==> config.mk <==
export PLATFORM = sky130hd
export DESIGN_NAME = ufp_core
export DESIGN_NICKNAME = d
export VERILOG_FILES = /design/src/include/ufp_pkg.sv /design/src/core/ufp_core.sv /design/src/core/ufp_flag_bank.sv
export SDC_FILE = /design/constraint.sdc
export NUM_CORES = 1
export LEC_CHECK = 0
export ABC_AREA = 1
export BUFFER_PORTS_ARGS = -buffer_cell sky130_fd_sc_hd__buf_2
export CORE_MARGIN = 3
export CORE_UTILIZATION = 56
export DETAILED_ROUTE_END_ITERATION = 16
export GPL_TIMING_DRIVEN = 0
export HOLD_SLACK_MARGIN = 0.03
export PLACE_DENSITY = 0.81
export SLEW_MARGIN = 20
export SYNTH_ARGS = -nofsm -noshare
export SYNTH_HDL_FRONTEND = slang
export SYNTH_HIERARCHICAL = 1
export SYNTH_SLANG_ARGS = --single-unit
==> constraint.sdc <==
create_clock -name clock -period 7.4 [get_ports clock]
set_input_delay 1.48 -clock clock [delete_from_list [all_inputs] [get_ports clock]]
set_output_delay 1.48 -clock clock [all_outputs]
set_load 0.1 [all_outputs]
==> src/include/ufp_pkg.sv <==
`default_nettype none
package ufp_pkg;
  // ==========================================================
  // Register indexes (byte address is four times the index)
  localparam int unsigned AW          = 4;
  localparam logic [3:0]  IDX_FNADDR  = 4'h0;
  localparam logic [3:0]  IDX_CTRL    = 4'h1;
  localparam logic [3:0]  IDX_INFLG   = 4'h2;
  localparam logic [3:0]  IDX_CMFLG   = 4'h6;
  localparam logic [3:0]  IDX_INEN    = 4'h7;
  localparam logic [3:0]  IDX_CMEN    = 4'h8;
  localparam logic [3:0]  IDX_FRML    = 4'hc;
  localparam logic [3:0]  IDX_FRMH    = 4'hd;
  localparam logic [3:0]  IDX_INDEX   = 4'he;
  // ==========================================================
  // Control register fields
  localparam int unsigned CTRL_ISO    = 7;
  localparam int unsigned CTRL_INH    = 4;
  localparam int unsigned CTRL_BRST   = 3;
  localparam int unsigned CTRL_RES    = 2;
  localparam int unsigned CTRL_SUSP   = 1;
  localparam int unsigned CTRL_SUSDET = 0;
  // ==========================================================
  // Flag and enable fields
  localparam int unsigned IN_EP1      = 1;
  localparam int unsigned IN_CTL      = 0;
  localparam int unsigned CM_SOF      = 3;
  localparam int unsigned CM_RST      = 2;
  localparam int unsigned CM_RSU      = 1;
  localparam int unsigned CM_SUS      = 0;
  localparam int unsigned IN_W        = 2;
  localparam int unsigned CM_W        = 4;
  // ==========================================================
  // Reset values
  localparam logic [7:0]  CTRL_RST    = 8'h10;
  localparam logic [1:0]  INEN_RST    = 2'h3;
  localparam logic [3:0]  CMEN_RST    = 4'h6;
  localparam logic [3:0]  CMEN_BUSRST = 4'he;
  localparam logic [6:0]  FNADDR_RST  = 7'h00;
  localparam logic [3:0]  INDEX_RST   = 4'h0;
  // ==========================================================
  // Carriers
  typedef struct packed {
    logic        sof;
    logic [10:0] frame;
    logic        bus_reset;
    logic        suspend;
    logic        resume;
    logic        ctl_ep;
    logic        ep1_in;
    logic        iso_load;
    logic        iso_token;
  } ufp_link_ev_t;
  typedef struct packed {
    logic iso_ready;
    logic iso_zlp;
    logic fifo_flush;
    logic csr_clear;
  } ufp_link_cmd_t;
endpackage
`default_nettype wire

==> src/core/ufp_core.sv <==
`default_nettype none
module ufp_core
  import ufp_pkg::*;
(
  input  wire logic          clock,
  input  wire logic          rst,
  input  wire logic [AW-1:0] address,
  input  wire logic          read,
  input  wire logic          write,
  input  wire logic [7:0]    writedata,
  output logic      [7:0]    readdata,
  output logic               waitrequest,
  input  wire ufp_link_ev_t  ev,
  output ufp_link_cmd_t      cmd,
  output logic               irq,
  output logic               link_inhibit,
  output logic               resume_drive,
  output logic               suspend_state_flag,
  output logic      [6:0]    function_addr_reg
);
  typedef struct packed {
    logic          wreq;
    logic [7:0]    rdata;
    logic [1:0]    clrin;
    logic [3:0]    clrcm;
    logic [6:0]    fn_addr;
    logic [3:0]    index;
    logic          iso;
    logic          inh;
    logic          resume;
    logic          susp;
    logic          susdet;
    logic [1:0]    inen;
    logic [3:0]    cmen;
    logic [10:0]   frame;
    logic          brst_q;
    logic          iso_pend;
    ufp_link_cmd_t cmd;
    logic          irq;
  } ufp_st_t;

  ufp_st_t          s_r;
  ufp_st_t          s_nxt;
  logic             swrst_r;
  logic             swrst_nxt;
  logic             arst;
  logic [IN_W-1:0]  in_flags;
  logic [CM_W-1:0]  cm_flags;
  logic [IN_W-1:0]  in_set;
  logic [CM_W-1:0]  cm_set;
  logic [IN_W-1:0]  in_clr;
  logic [CM_W-1:0]  cm_clr;
  logic             rd_acc;
  logic             wr_acc;
  logic             live;
  logic             brst_rise;
  logic [7:0]       rd_mux;

  assign arst = rst | swrst_r;

  // ==========================================================
  // Flag banks
  ufp_flag_bank #(.W(IN_W)) u_in_flags (
    .clock (clock),
    .rst   (arst),
    .set   (in_set),
    .clr   (in_clr),
    .flags (in_flags)
  );

  ufp_flag_bank #(.W(CM_W)) u_cm_flags (
    .clock (clock),
    .rst   (arst),
    .set   (cm_set),
    .clr   (cm_clr),
    .flags (cm_flags)
  );

  // ==========================================================
  // Access and event decode
  assign rd_acc    = read & ~s_r.wreq;
  assign wr_acc    = write & ~s_r.wreq;
  assign live      = ~s_r.inh;
  assign brst_rise = live & ev.bus_reset & ~s_r.brst_q;

  always_comb begin
    in_set         = '0;
    cm_set         = '0;
    in_set[IN_EP1] = live & ev.ep1_in & s_r.inen[IN_EP1];
    in_set[IN_CTL] = live & ev.ctl_ep & s_r.inen[IN_CTL];
    cm_set[CM_SOF] = live & ev.sof & s_r.cmen[CM_SOF];
    cm_set[CM_RST] = brst_rise;
    cm_set[CM_RSU] = live & ev.resume & s_r.susp & s_r.cmen[CM_RSU];
    cm_set[CM_SUS] = live & ev.suspend & s_r.susdet & s_r.cmen[CM_SUS];
  end

  // A read clears only the bits it returned; a bus reset sets the bus-reset flag and clears every flag not set in the same cycle
  assign in_clr = (rd_acc ? s_r.clrin : '0) | {IN_W{brst_rise}};
  assign cm_clr = (rd_acc ? s_r.clrcm : '0) | {CM_W{brst_rise}};

  always_comb begin
    rd_mux = 8'h00;
    case (address)
      IDX_FNADDR: rd_mux = {1'b0, s_r.fn_addr};
      IDX_CTRL:  rd_mux = {s_r.iso, 2'b00, s_r.inh, ev.bus_reset,
                          s_r.resume, s_r.susp, s_r.susdet};
      IDX_INFLG: rd_mux = {6'h00, in_flags};
      IDX_CMFLG: rd_mux = {4'h0, cm_flags};
      IDX_INEN:  rd_mux = {6'h00, s_r.inen};
      IDX_CMEN:  rd_mux = {4'h0, s_r.cmen};
      IDX_FRML:  rd_mux = s_r.frame[7:0];
      IDX_FRMH:  rd_mux = {5'h00, s_r.frame[10:8]};
      IDX_INDEX: rd_mux = {4'h0, s_r.index};
      default:   rd_mux = 8'h00;
    endcase
  end

  // ==========================================================
  // Next state
  always_comb begin
    s_nxt        = s_r;
    s_nxt.wreq   = ~((read | write) & s_r.wreq);
    s_nxt.brst_q = ev.bus_reset;
    s_nxt.cmd    = '0;
    s_nxt.cmd.iso_ready = s_r.cmd.iso_ready;
    if (read & s_r.wreq) begin
      s_nxt.rdata = rd_mux;
      s_nxt.clrin = (address == IDX_INFLG) ? in_flags : '0;
      s_nxt.clrcm = (address == IDX_CMFLG) ? cm_flags : '0;
    end
    // Flag registers have no write path
    if (wr_acc) begin
      case (address)
        IDX_FNADDR: s_nxt.fn_addr = writedata[6:0];
        IDX_INDEX: s_nxt.index = writedata[3:0];
        IDX_INEN:  s_nxt.inen  = writedata[1:0];
        IDX_CMEN:  s_nxt.cmen  = writedata[3:0];
        IDX_CTRL: begin
          s_nxt.iso    = writedata[CTRL_ISO];
          s_nxt.resume = writedata[CTRL_RES];
          s_nxt.susdet = writedata[CTRL_SUSDET];
          if (!writedata[CTRL_INH]) begin
            s_nxt.inh = 1'b0;
          end
          if (s_r.resume & ~writedata[CTRL_RES]) begin
            s_nxt.susp = 1'b0;
          end
        end
        default: ;
      endcase
    end
    // Suspend tracking and frame number capture
    if (live & ev.suspend & s_r.susdet) begin
      s_nxt.susp = 1'b1;
    end
    if (live & ev.resume) begin
      s_nxt.susp = 1'b0;
    end
    if (live & ev.sof) begin
      s_nxt.frame = ev.frame;
    end
    // ISO IN release
    if (live & ev.iso_load) begin
      if (s_r.iso) begin
        s_nxt.iso_pend = 1'b1;
      end else begin
        s_nxt.cmd.iso_ready = 1'b1;
      end
    end
    if (live & ev.sof & s_r.iso_pend) begin
      s_nxt.iso_pend      = 1'b0;
      s_nxt.cmd.iso_ready = 1'b1;
    end
    if (live & ev.iso_token) begin
      if (s_r.cmd.iso_ready) begin
        s_nxt.cmd.iso_ready = 1'b0;
      end else if (s_r.iso_pend) begin
        s_nxt.cmd.iso_zlp = 1'b1;
      end
    end
    // Bus reset handling
    if (brst_rise) begin
      s_nxt.fn_addr        = FNADDR_RST;
      s_nxt.index          = INDEX_RST;
      s_nxt.inen           = '1;
      s_nxt.cmen           = s_r.cmen | CMEN_BUSRST;
      s_nxt.susp           = 1'b0;
      s_nxt.iso_pend       = 1'b0;
      s_nxt.cmd.iso_ready  = 1'b0;
      s_nxt.cmd.iso_zlp    = 1'b0;
      s_nxt.cmd.fifo_flush = 1'b1;
      s_nxt.cmd.csr_clear  = 1'b1;
    end
    s_nxt.irq = |{in_flags, cm_flags};
  end

  // Self-clearing software reset request
  assign swrst_nxt = wr_acc & (address == IDX_CTRL) & writedata[CTRL_BRST];

  always_ff @(posedge clock or posedge rst) begin
    if (rst) begin
      swrst_r <= 1'b0;
    end else begin
      swrst_r <= swrst_nxt;
    end
  end

  always_ff @(posedge clock or posedge arst) begin
    if (arst) begin
      s_r        <= '0;
      s_r.wreq   <= 1'b1;
      s_r.iso    <= CTRL_RST[CTRL_ISO];
      s_r.inh    <= CTRL_RST[CTRL_INH];
      s_r.inen   <= INEN_RST;
      s_r.cmen   <= CMEN_RST;
    end else begin
      s_r <= s_nxt;
    end
  end

  // ==========================================================
  // Outputs
  assign readdata           = s_r.rdata;
  assign waitrequest        = s_r.wreq;
  assign cmd                = s_r.cmd;
  assign irq                = s_r.irq;
  assign link_inhibit       = s_r.inh;
  assign resume_drive       = s_r.resume;
  assign suspend_state_flag = s_r.susp;
  assign function_addr_reg  = s_r.fn_addr;
endmodule
`default_nettype wire

==> src/core/ufp_flag_bank.sv <==
`default_nettype none
module ufp_flag_bank
  import ufp_pkg::*;
#(
  parameter int unsigned W = 2
) (
  input  wire logic         clock,
  input  wire logic         rst,
  input  wire logic [W-1:0] set,
  input  wire logic [W-1:0] clr,
  output logic      [W-1:0] flags
);
  typedef struct packed {
    logic [W-1:0] f;
  } ufp_fb_st_t;

  ufp_fb_st_t   s_r;
  ufp_fb_st_t   s_nxt;
  logic [W-1:0] f_nxt;

  // ==========================================================
  // Sticky flags, set beats clear
  for (genvar i = 0; i < W; i++) begin : g_bit
    assign f_nxt[i] = set[i] | (s_r.f[i] & ~clr[i]);
  end

  always_comb begin
    s_nxt   = s_r;
    s_nxt.f = f_nxt;
  end

  always_ff @(posedge clock or posedge rst) begin
    if (rst) begin
      s_r <= '0;
    end else begin
      s_r <= s_nxt;
    end
  end

  assign flags = s_r.f;
endmodule
`default_nettype wire

==> results of run 1 <==
==> kinds of logic after synthesis <==
kind of cell | count (synthesis)
simple gates | 182
buf+inv | 78
flops | 61
compound gates | 46
mux | 7
==> power breakdown <==
part	internal (W)	switching [W]
clock	0.000207	0.000128
combinational	0.000103	0.000290
sequential	0.000419	0.0000507
==> worst max-delay path by stage <==
| stage | start | endpoint | slack (ns) |
|---|---|---|---|
| final | link_inhibit | link_inhibit | 4.55 |
| after global routing | link_inhibit | link_inhibit | 4.52 |
| after CTS | link_inhibit | link_inhibit | 4.54 |
| after detailed placement | ev[6] | s_r[32] | 4.63 |
| after global placement | rst | readdata[6] | 1.44 |
| after floorplan | rst | cmd[0] | 2.82 |
==> layout make-up <==
| cell class | count | area, sq um |
|---|---|---|
| timing repair buffer | 59 | 340 |
| multi-input combinational | 235 | 1160 |
| sequential | 61 | 1530 |
| inverter | 55 | 211 |
| clock inverter | 4 | 70.1 |
| tap | 70 | 87.6 |
| fill | 432 | 1480 |
| buffer | 23 | 161 |
| clock buffer | 12 | 155 |
==> metrics by stage <==
stage                     std cells   util  total power, W  instance area [sq um]
after floorplan                 374      -        0.000785                   3060
after global placement          501  0.660        0.000853                   3440
after detailed placement        503  0.672        0.000869                   3500
after CTS                       519  0.716         0.00120                   3720
after global routing            519  0.716         0.00126                   3720
final                           519  0.716         0.00120                   3720
==> Yosys cell counts <==
master	number
nor2_1	29
clkbuf_1	3
nand2_1	105
o22ai_1	4
nor2_2	4
nand3_1	29
nand2_4	4
inv_4	2
nor2_4	4
nor4_1	2
mux2_2	6
nand2_2	3
dfstp_2	6
dfrtp_1	55
a21oi_1	8
a211oi_1	1
buf_4	20
a21oi_4	1
nor3_4	1
o21ai_1	6
a31oi_1	1
inv_2	3
nor3_1	1
o21ai_0	20
a22oi_1	3
inv_1	50
o31ai_1	1
mux2_1	1
o211ai_1	1
==> routing by layer <==
| metal | global-route usage | wire length (microns) | vias up |
|---|---|---|---|
| li1 | - | - | 1310 |
| met2 | 0.411 | 3530 | 65 |
| met4 | 0.117 | 196 | 0 |
| met1 | 0.333 | 3190 | 1207 |
| met5 | 0 | 0 | - |
| met3 | 0.0350 | 359 | 18 |
==> flow_summary.ini, run 1 <==
[synthesis]
synthSimpleGateAreaFrac = 0.266
synth_xor_area_frac = 0
synthMuxAreaShare = 0.0257
netlist_instances = 374
yosysWarnings = 6
synth_cell_types = 29
seq_area_frac_synth = 0.501
yosys.area.top_type_share = 0.449
synth_nets = 409
synth_area_leader_cell = dfrtp_1
syn_avg_cell_area_sq_um = 8.19
synth_top_family_by_area = simple AND/OR/NAND/NOR gates
synth.area.top_cells = dfrtp_1 (45%), nand2_1 (13%), inv_1 (6.1%)
synth_compound_area_frac = 0.0857
synth_fa_ha_area_frac = 0
synth-seq-cells = 61
synth_area_sq_um = 3060

[timing]
finalClockSkew_ns = 0.00429
slew_headroom = 0.631
hold_viol = 0
worst_hold_slack_ns = 0.404
period_share = 0.385
layout_setup_ws_ns = 4.55
fin_tns_setup_ns = 0
rsz0062_at_grt = no
fmax_ghz = 0.351
finalSetupViolations = 0
tightest_slew_ns = 0.552
finalCriticalPeriod_ns = 2.85
report.final.slew_viol_count = 0

[layout]
drive_above_1_share = 0.287
diodes = 0
largest_reg_flops = 31
most-common-layout-cells = nand2_1 (105), buf_2 (57), dfrtp_1 (55)
final_nets = 479
area_growth_syn_to_layout_pct = 21.6
mostFrequentLayoutCell = nand2_1

[run]
maxCapViolCount = 0

[setup_path]
r2r_cells = 4
cpPeakStageDelay_ns = 0.59
cpLargestDelayFamily = flip-flops
crit_path_top_delay_cell = dfstp_2
rr_endpoint = s_r[15]
r2r_start = link_inhibit
path_depth = 1
cp.arrival_ns = 1.37
cp-end-kind = output port
crit_path_start_kind = flip-flop
rrSetupSlack_ns = 5.76
cp_num_buf_inv = 1
cp_cell_sequence = buf_2
worstSetupPathType = flip-flop to output port
crit_fanout = 5
required_ns = 5.92

[drt]
drc_errors = 0
drt_iter0_markers = 120
firstDrtPassIters = 4
ant_nets = 0
wl_per_cell_microns = 14.0
vias_per_cell = 5.01
vias = 2600
routed_wl_microns = 7280

[place]
gp_congestion = 0.900
dpl_worst_slack_ns = 4.63
dp_hpwl_microns = 5670
io_buffer_count = 57

[floorplan]
num_rows = 26
start_util = 0.589
ios = 59
coreArea_sq_um = 5200
dieWidth_microns = 80.0
die_y_microns = 80.0
die_area_sq_um = 6400

[global_route]
grt_pass1_vias = 2578
grt_overflow = 0
grt_start_max_net_pins = 24
grt_pass1_wl_microns = 12100
grt_usage = 0.252
antenna_found_initial = 0

[clock_tree]
cts.path.max_buffers = 2
htree_levels = 3
path_clk_slew_ns = 0.07
cts-buffers-inserted = 9
cts-root-buf = clkbuf_8
clkSinkCount = 61
clkLatencyLatePin_ns = 0.34
cts_resized = 0
cts_tree = yes
cts_setup_buffers = 0
cts_hold_buf = 0

[power_and_ir_drop]
p_leak_nw = 2.05
ir_drop_mv = 0.238
cellPowerDensity_nw_per_um2 = 322

[run_status]
status = completed

[worst_hold_path]
hp-class = flip-flop to asynchronous set/reset pin
No activity file was read; power rests on OpenSTA's default activity.
==> run 2: changes to the inputs <==
--- a/config.mk
+++ b/config.mk
@@ -8,11 +8,11 @@
 export ABC_AREA = 1
 export BUFFER_PORTS_ARGS = -buffer_cell sky130_fd_sc_hd__buf_2
 export CORE_MARGIN = 3
-export CORE_UTILIZATION = 56
+export CORE_UTILIZATION = 50
 export DETAILED_ROUTE_END_ITERATION = 16
 export GPL_TIMING_DRIVEN = 0
 export HOLD_SLACK_MARGIN = 0.03
-export PLACE_DENSITY = 0.81
+export PLACE_DENSITY = 0.76
 export SLEW_MARGIN = 20
 export SYNTH_ARGS = -nofsm -noshare
 export SYNTH_HDL_FRONTEND = slang
==> constraint.sdc (replaced) <==
create_clock -name clock -period 2.5 [get_ports clock]
set_input_delay 0.5 -clock clock [delete_from_list [all_inputs] [get_ports clock]]
set_output_delay 0.5 -clock clock [all_outputs]
set_load 0.1 [all_outputs]
==> run 2 against run 1 <==
Critical path depth unchanged; sequential power rose to 3.0 times the previous value; clock power grew to 2.6 times the previous value; flip-flop and latch count stayed put; count of clock-buffer cells in the layout fell by 2; via count shrank 0.23%; total power increased to 2.9 times the previous value; non-clock buffer count grew 1; register-to-register slack worse by 4.9 ns; routed wire length decreased by 1.7%; hold slack lost 0.13 ns.
==> flow_summary.ini, run 2 (synthesis gave the netlist of run 1 again) <==
[run_status]
status = completed

[layout]
post_layout_nonfiller_instances = 522
largest_reg_flops = 31
drive_above_1_share = 0.289
mostFrequentLayoutCell = nand2_1
most-common-layout-cells = nand2_1 (105), buf_2 (57), dfrtp_1 (55)
final_nets = 480
area_growth_syn_to_layout_pct = 21.2
diodes = 0
fillers = 502
multi_input_area_sq_um = 1160
seqCellArea_sq_um = 1530

[worst_hold_path]
hp-class = input port to flip-flop

[power_and_ir_drop]
cellPowerDensity_nw_per_um2 = 923
p_leak_nw = 2.03
ir_drop_mv = 0.559

[drt]
drc_errors = 0
firstDrtPassIters = 5
vias = 2594
vias_per_cell = 4.97
routed_wl_microns = 7150
ant_nets = 0
drt_iter0_markers = 126
wl_per_cell_microns = 13.7

[timing]
fmax_ghz = 0.536
rsz0062_at_grt = no
slew_headroom = 0.638
hold_viol = 0
layout_setup_ws_ns = 0.634
period_share = 0.746
finalClockSkew_ns = 0.00825
finalCriticalPeriod_ns = 1.87
report.final.slew_viol_count = 0
tightest_slew_ns = 0.542
finalSetupViolations = 0

[global_route]
grt_pass1_vias = 2586
grt_pass1_wl_microns = 12100
grt_start_max_net_pins = 22
grt_usage = 0.217
antenna_found_initial = 0
grt_overflow = 0

[clock_tree]
cts-root-buf = clkbuf_8
path_clk_slew_ns = 0.06
clkLatencyLatePin_ns = 0.34
cts_tree = yes
clkSinkCount = 61
cts_setup_buffers = 0
cts_hold_buf = 1
cts_resized = 0
cts.path.max_buffers = 2
cts-buffers-inserted = 9
htree_levels = 3

[setup_path]
worstSetupPathType = flip-flop to output port
cp.arrival_ns = 1.37
cp_cell_sequence = buf_2
crit_fanout = 5
crit_path_start_kind = flip-flop
cp-end-kind = output port
cp_num_buf_inv = 1
cpPeakStageDelay_ns = 0.58
cpLargestDelayFamily = flip-flops
required_ns = 2.00
crit_path_top_delay_cell = dfstp_2

[floorplan]
die_y_microns = 84.3
dieWidth_microns = 84.3
num_rows = 27
coreArea_sq_um = 5710
start_util = 0.537
die_area_sq_um = 7100
ios = 59

[place]
dp_hpwl_microns = 5650
dpl_worst_slack_ns = 0.708
dp_cells = 505
io_buffer_count = 57
gp_congestion = 0.903

[run]
maxCapViolCount = 0
-- run 2: worst paths after layout --
kind                                   start            to  slack (ns)  cells after the start
worst max-delay path            link_inhibit  link_inhibit        0.63                      1
worst min-delay path                   ev[6]        s_r[6]        0.28                      1
worst min register to register       swrst_r       s_r[28]        0.39                      1
min in group asynchronous            swrst_r       s_r[28]        0.39                      1
max in group asynchronous                rst   waitrequest        0.95                      5
worst max register to register   waitrequest       s_r[30]        0.89                      6
-- run 2: final cells by class --
type / count / area share
flip-flops and latches: 61 / 0.413
multi-input cells: 235 / 0.314
repair buffers: 60 / 0.0944
inverters: 55 / 0.0570
plain buffers: 23 / 0.0435
clock buffers: 10 / 0.0371
well taps: 72 / 0.0243
clock inverters: 6 / 0.0169
-- run 2: where the power goes --
part,leakage [nW],switching [W],internal (W)
Sequential,0.757,0.000147,0.00124
Combinational,1.18,0.000859,0.000307
Clock,0.0943,0.000390,0.000483
-- run 2: routing by layer --
layer  part of all wire  vias up  track usage
met5                  0        -            0
met4              0.018        0       0.0658
met3              0.067       11       0.0628
met2               0.49       88        0.350
met1               0.43     1187        0.284
li1                   -     1308            -
-- run 2: metrics by stage --
step / instance area (sq um) / utilization / total power (W) / hold WS (ns) / setup TNS, ns
final: 3710 / 0.650 / 0.00343 / 0.277 / 0
after global routing: 3710 / 0.650 / 0.00362 / 0.265 / 0
after CTS: 3710 / 0.650 / 0.00345 / 0.266 / 0
after detailed placement: 3500 / 0.613 / 0.00258 / 0.372 / 0
after global placement: 3440 / 0.603 / 0.00253 / 0.350 / -38.70
after floorplan: 3070 / - / 0.00232 / 0.229 / 0
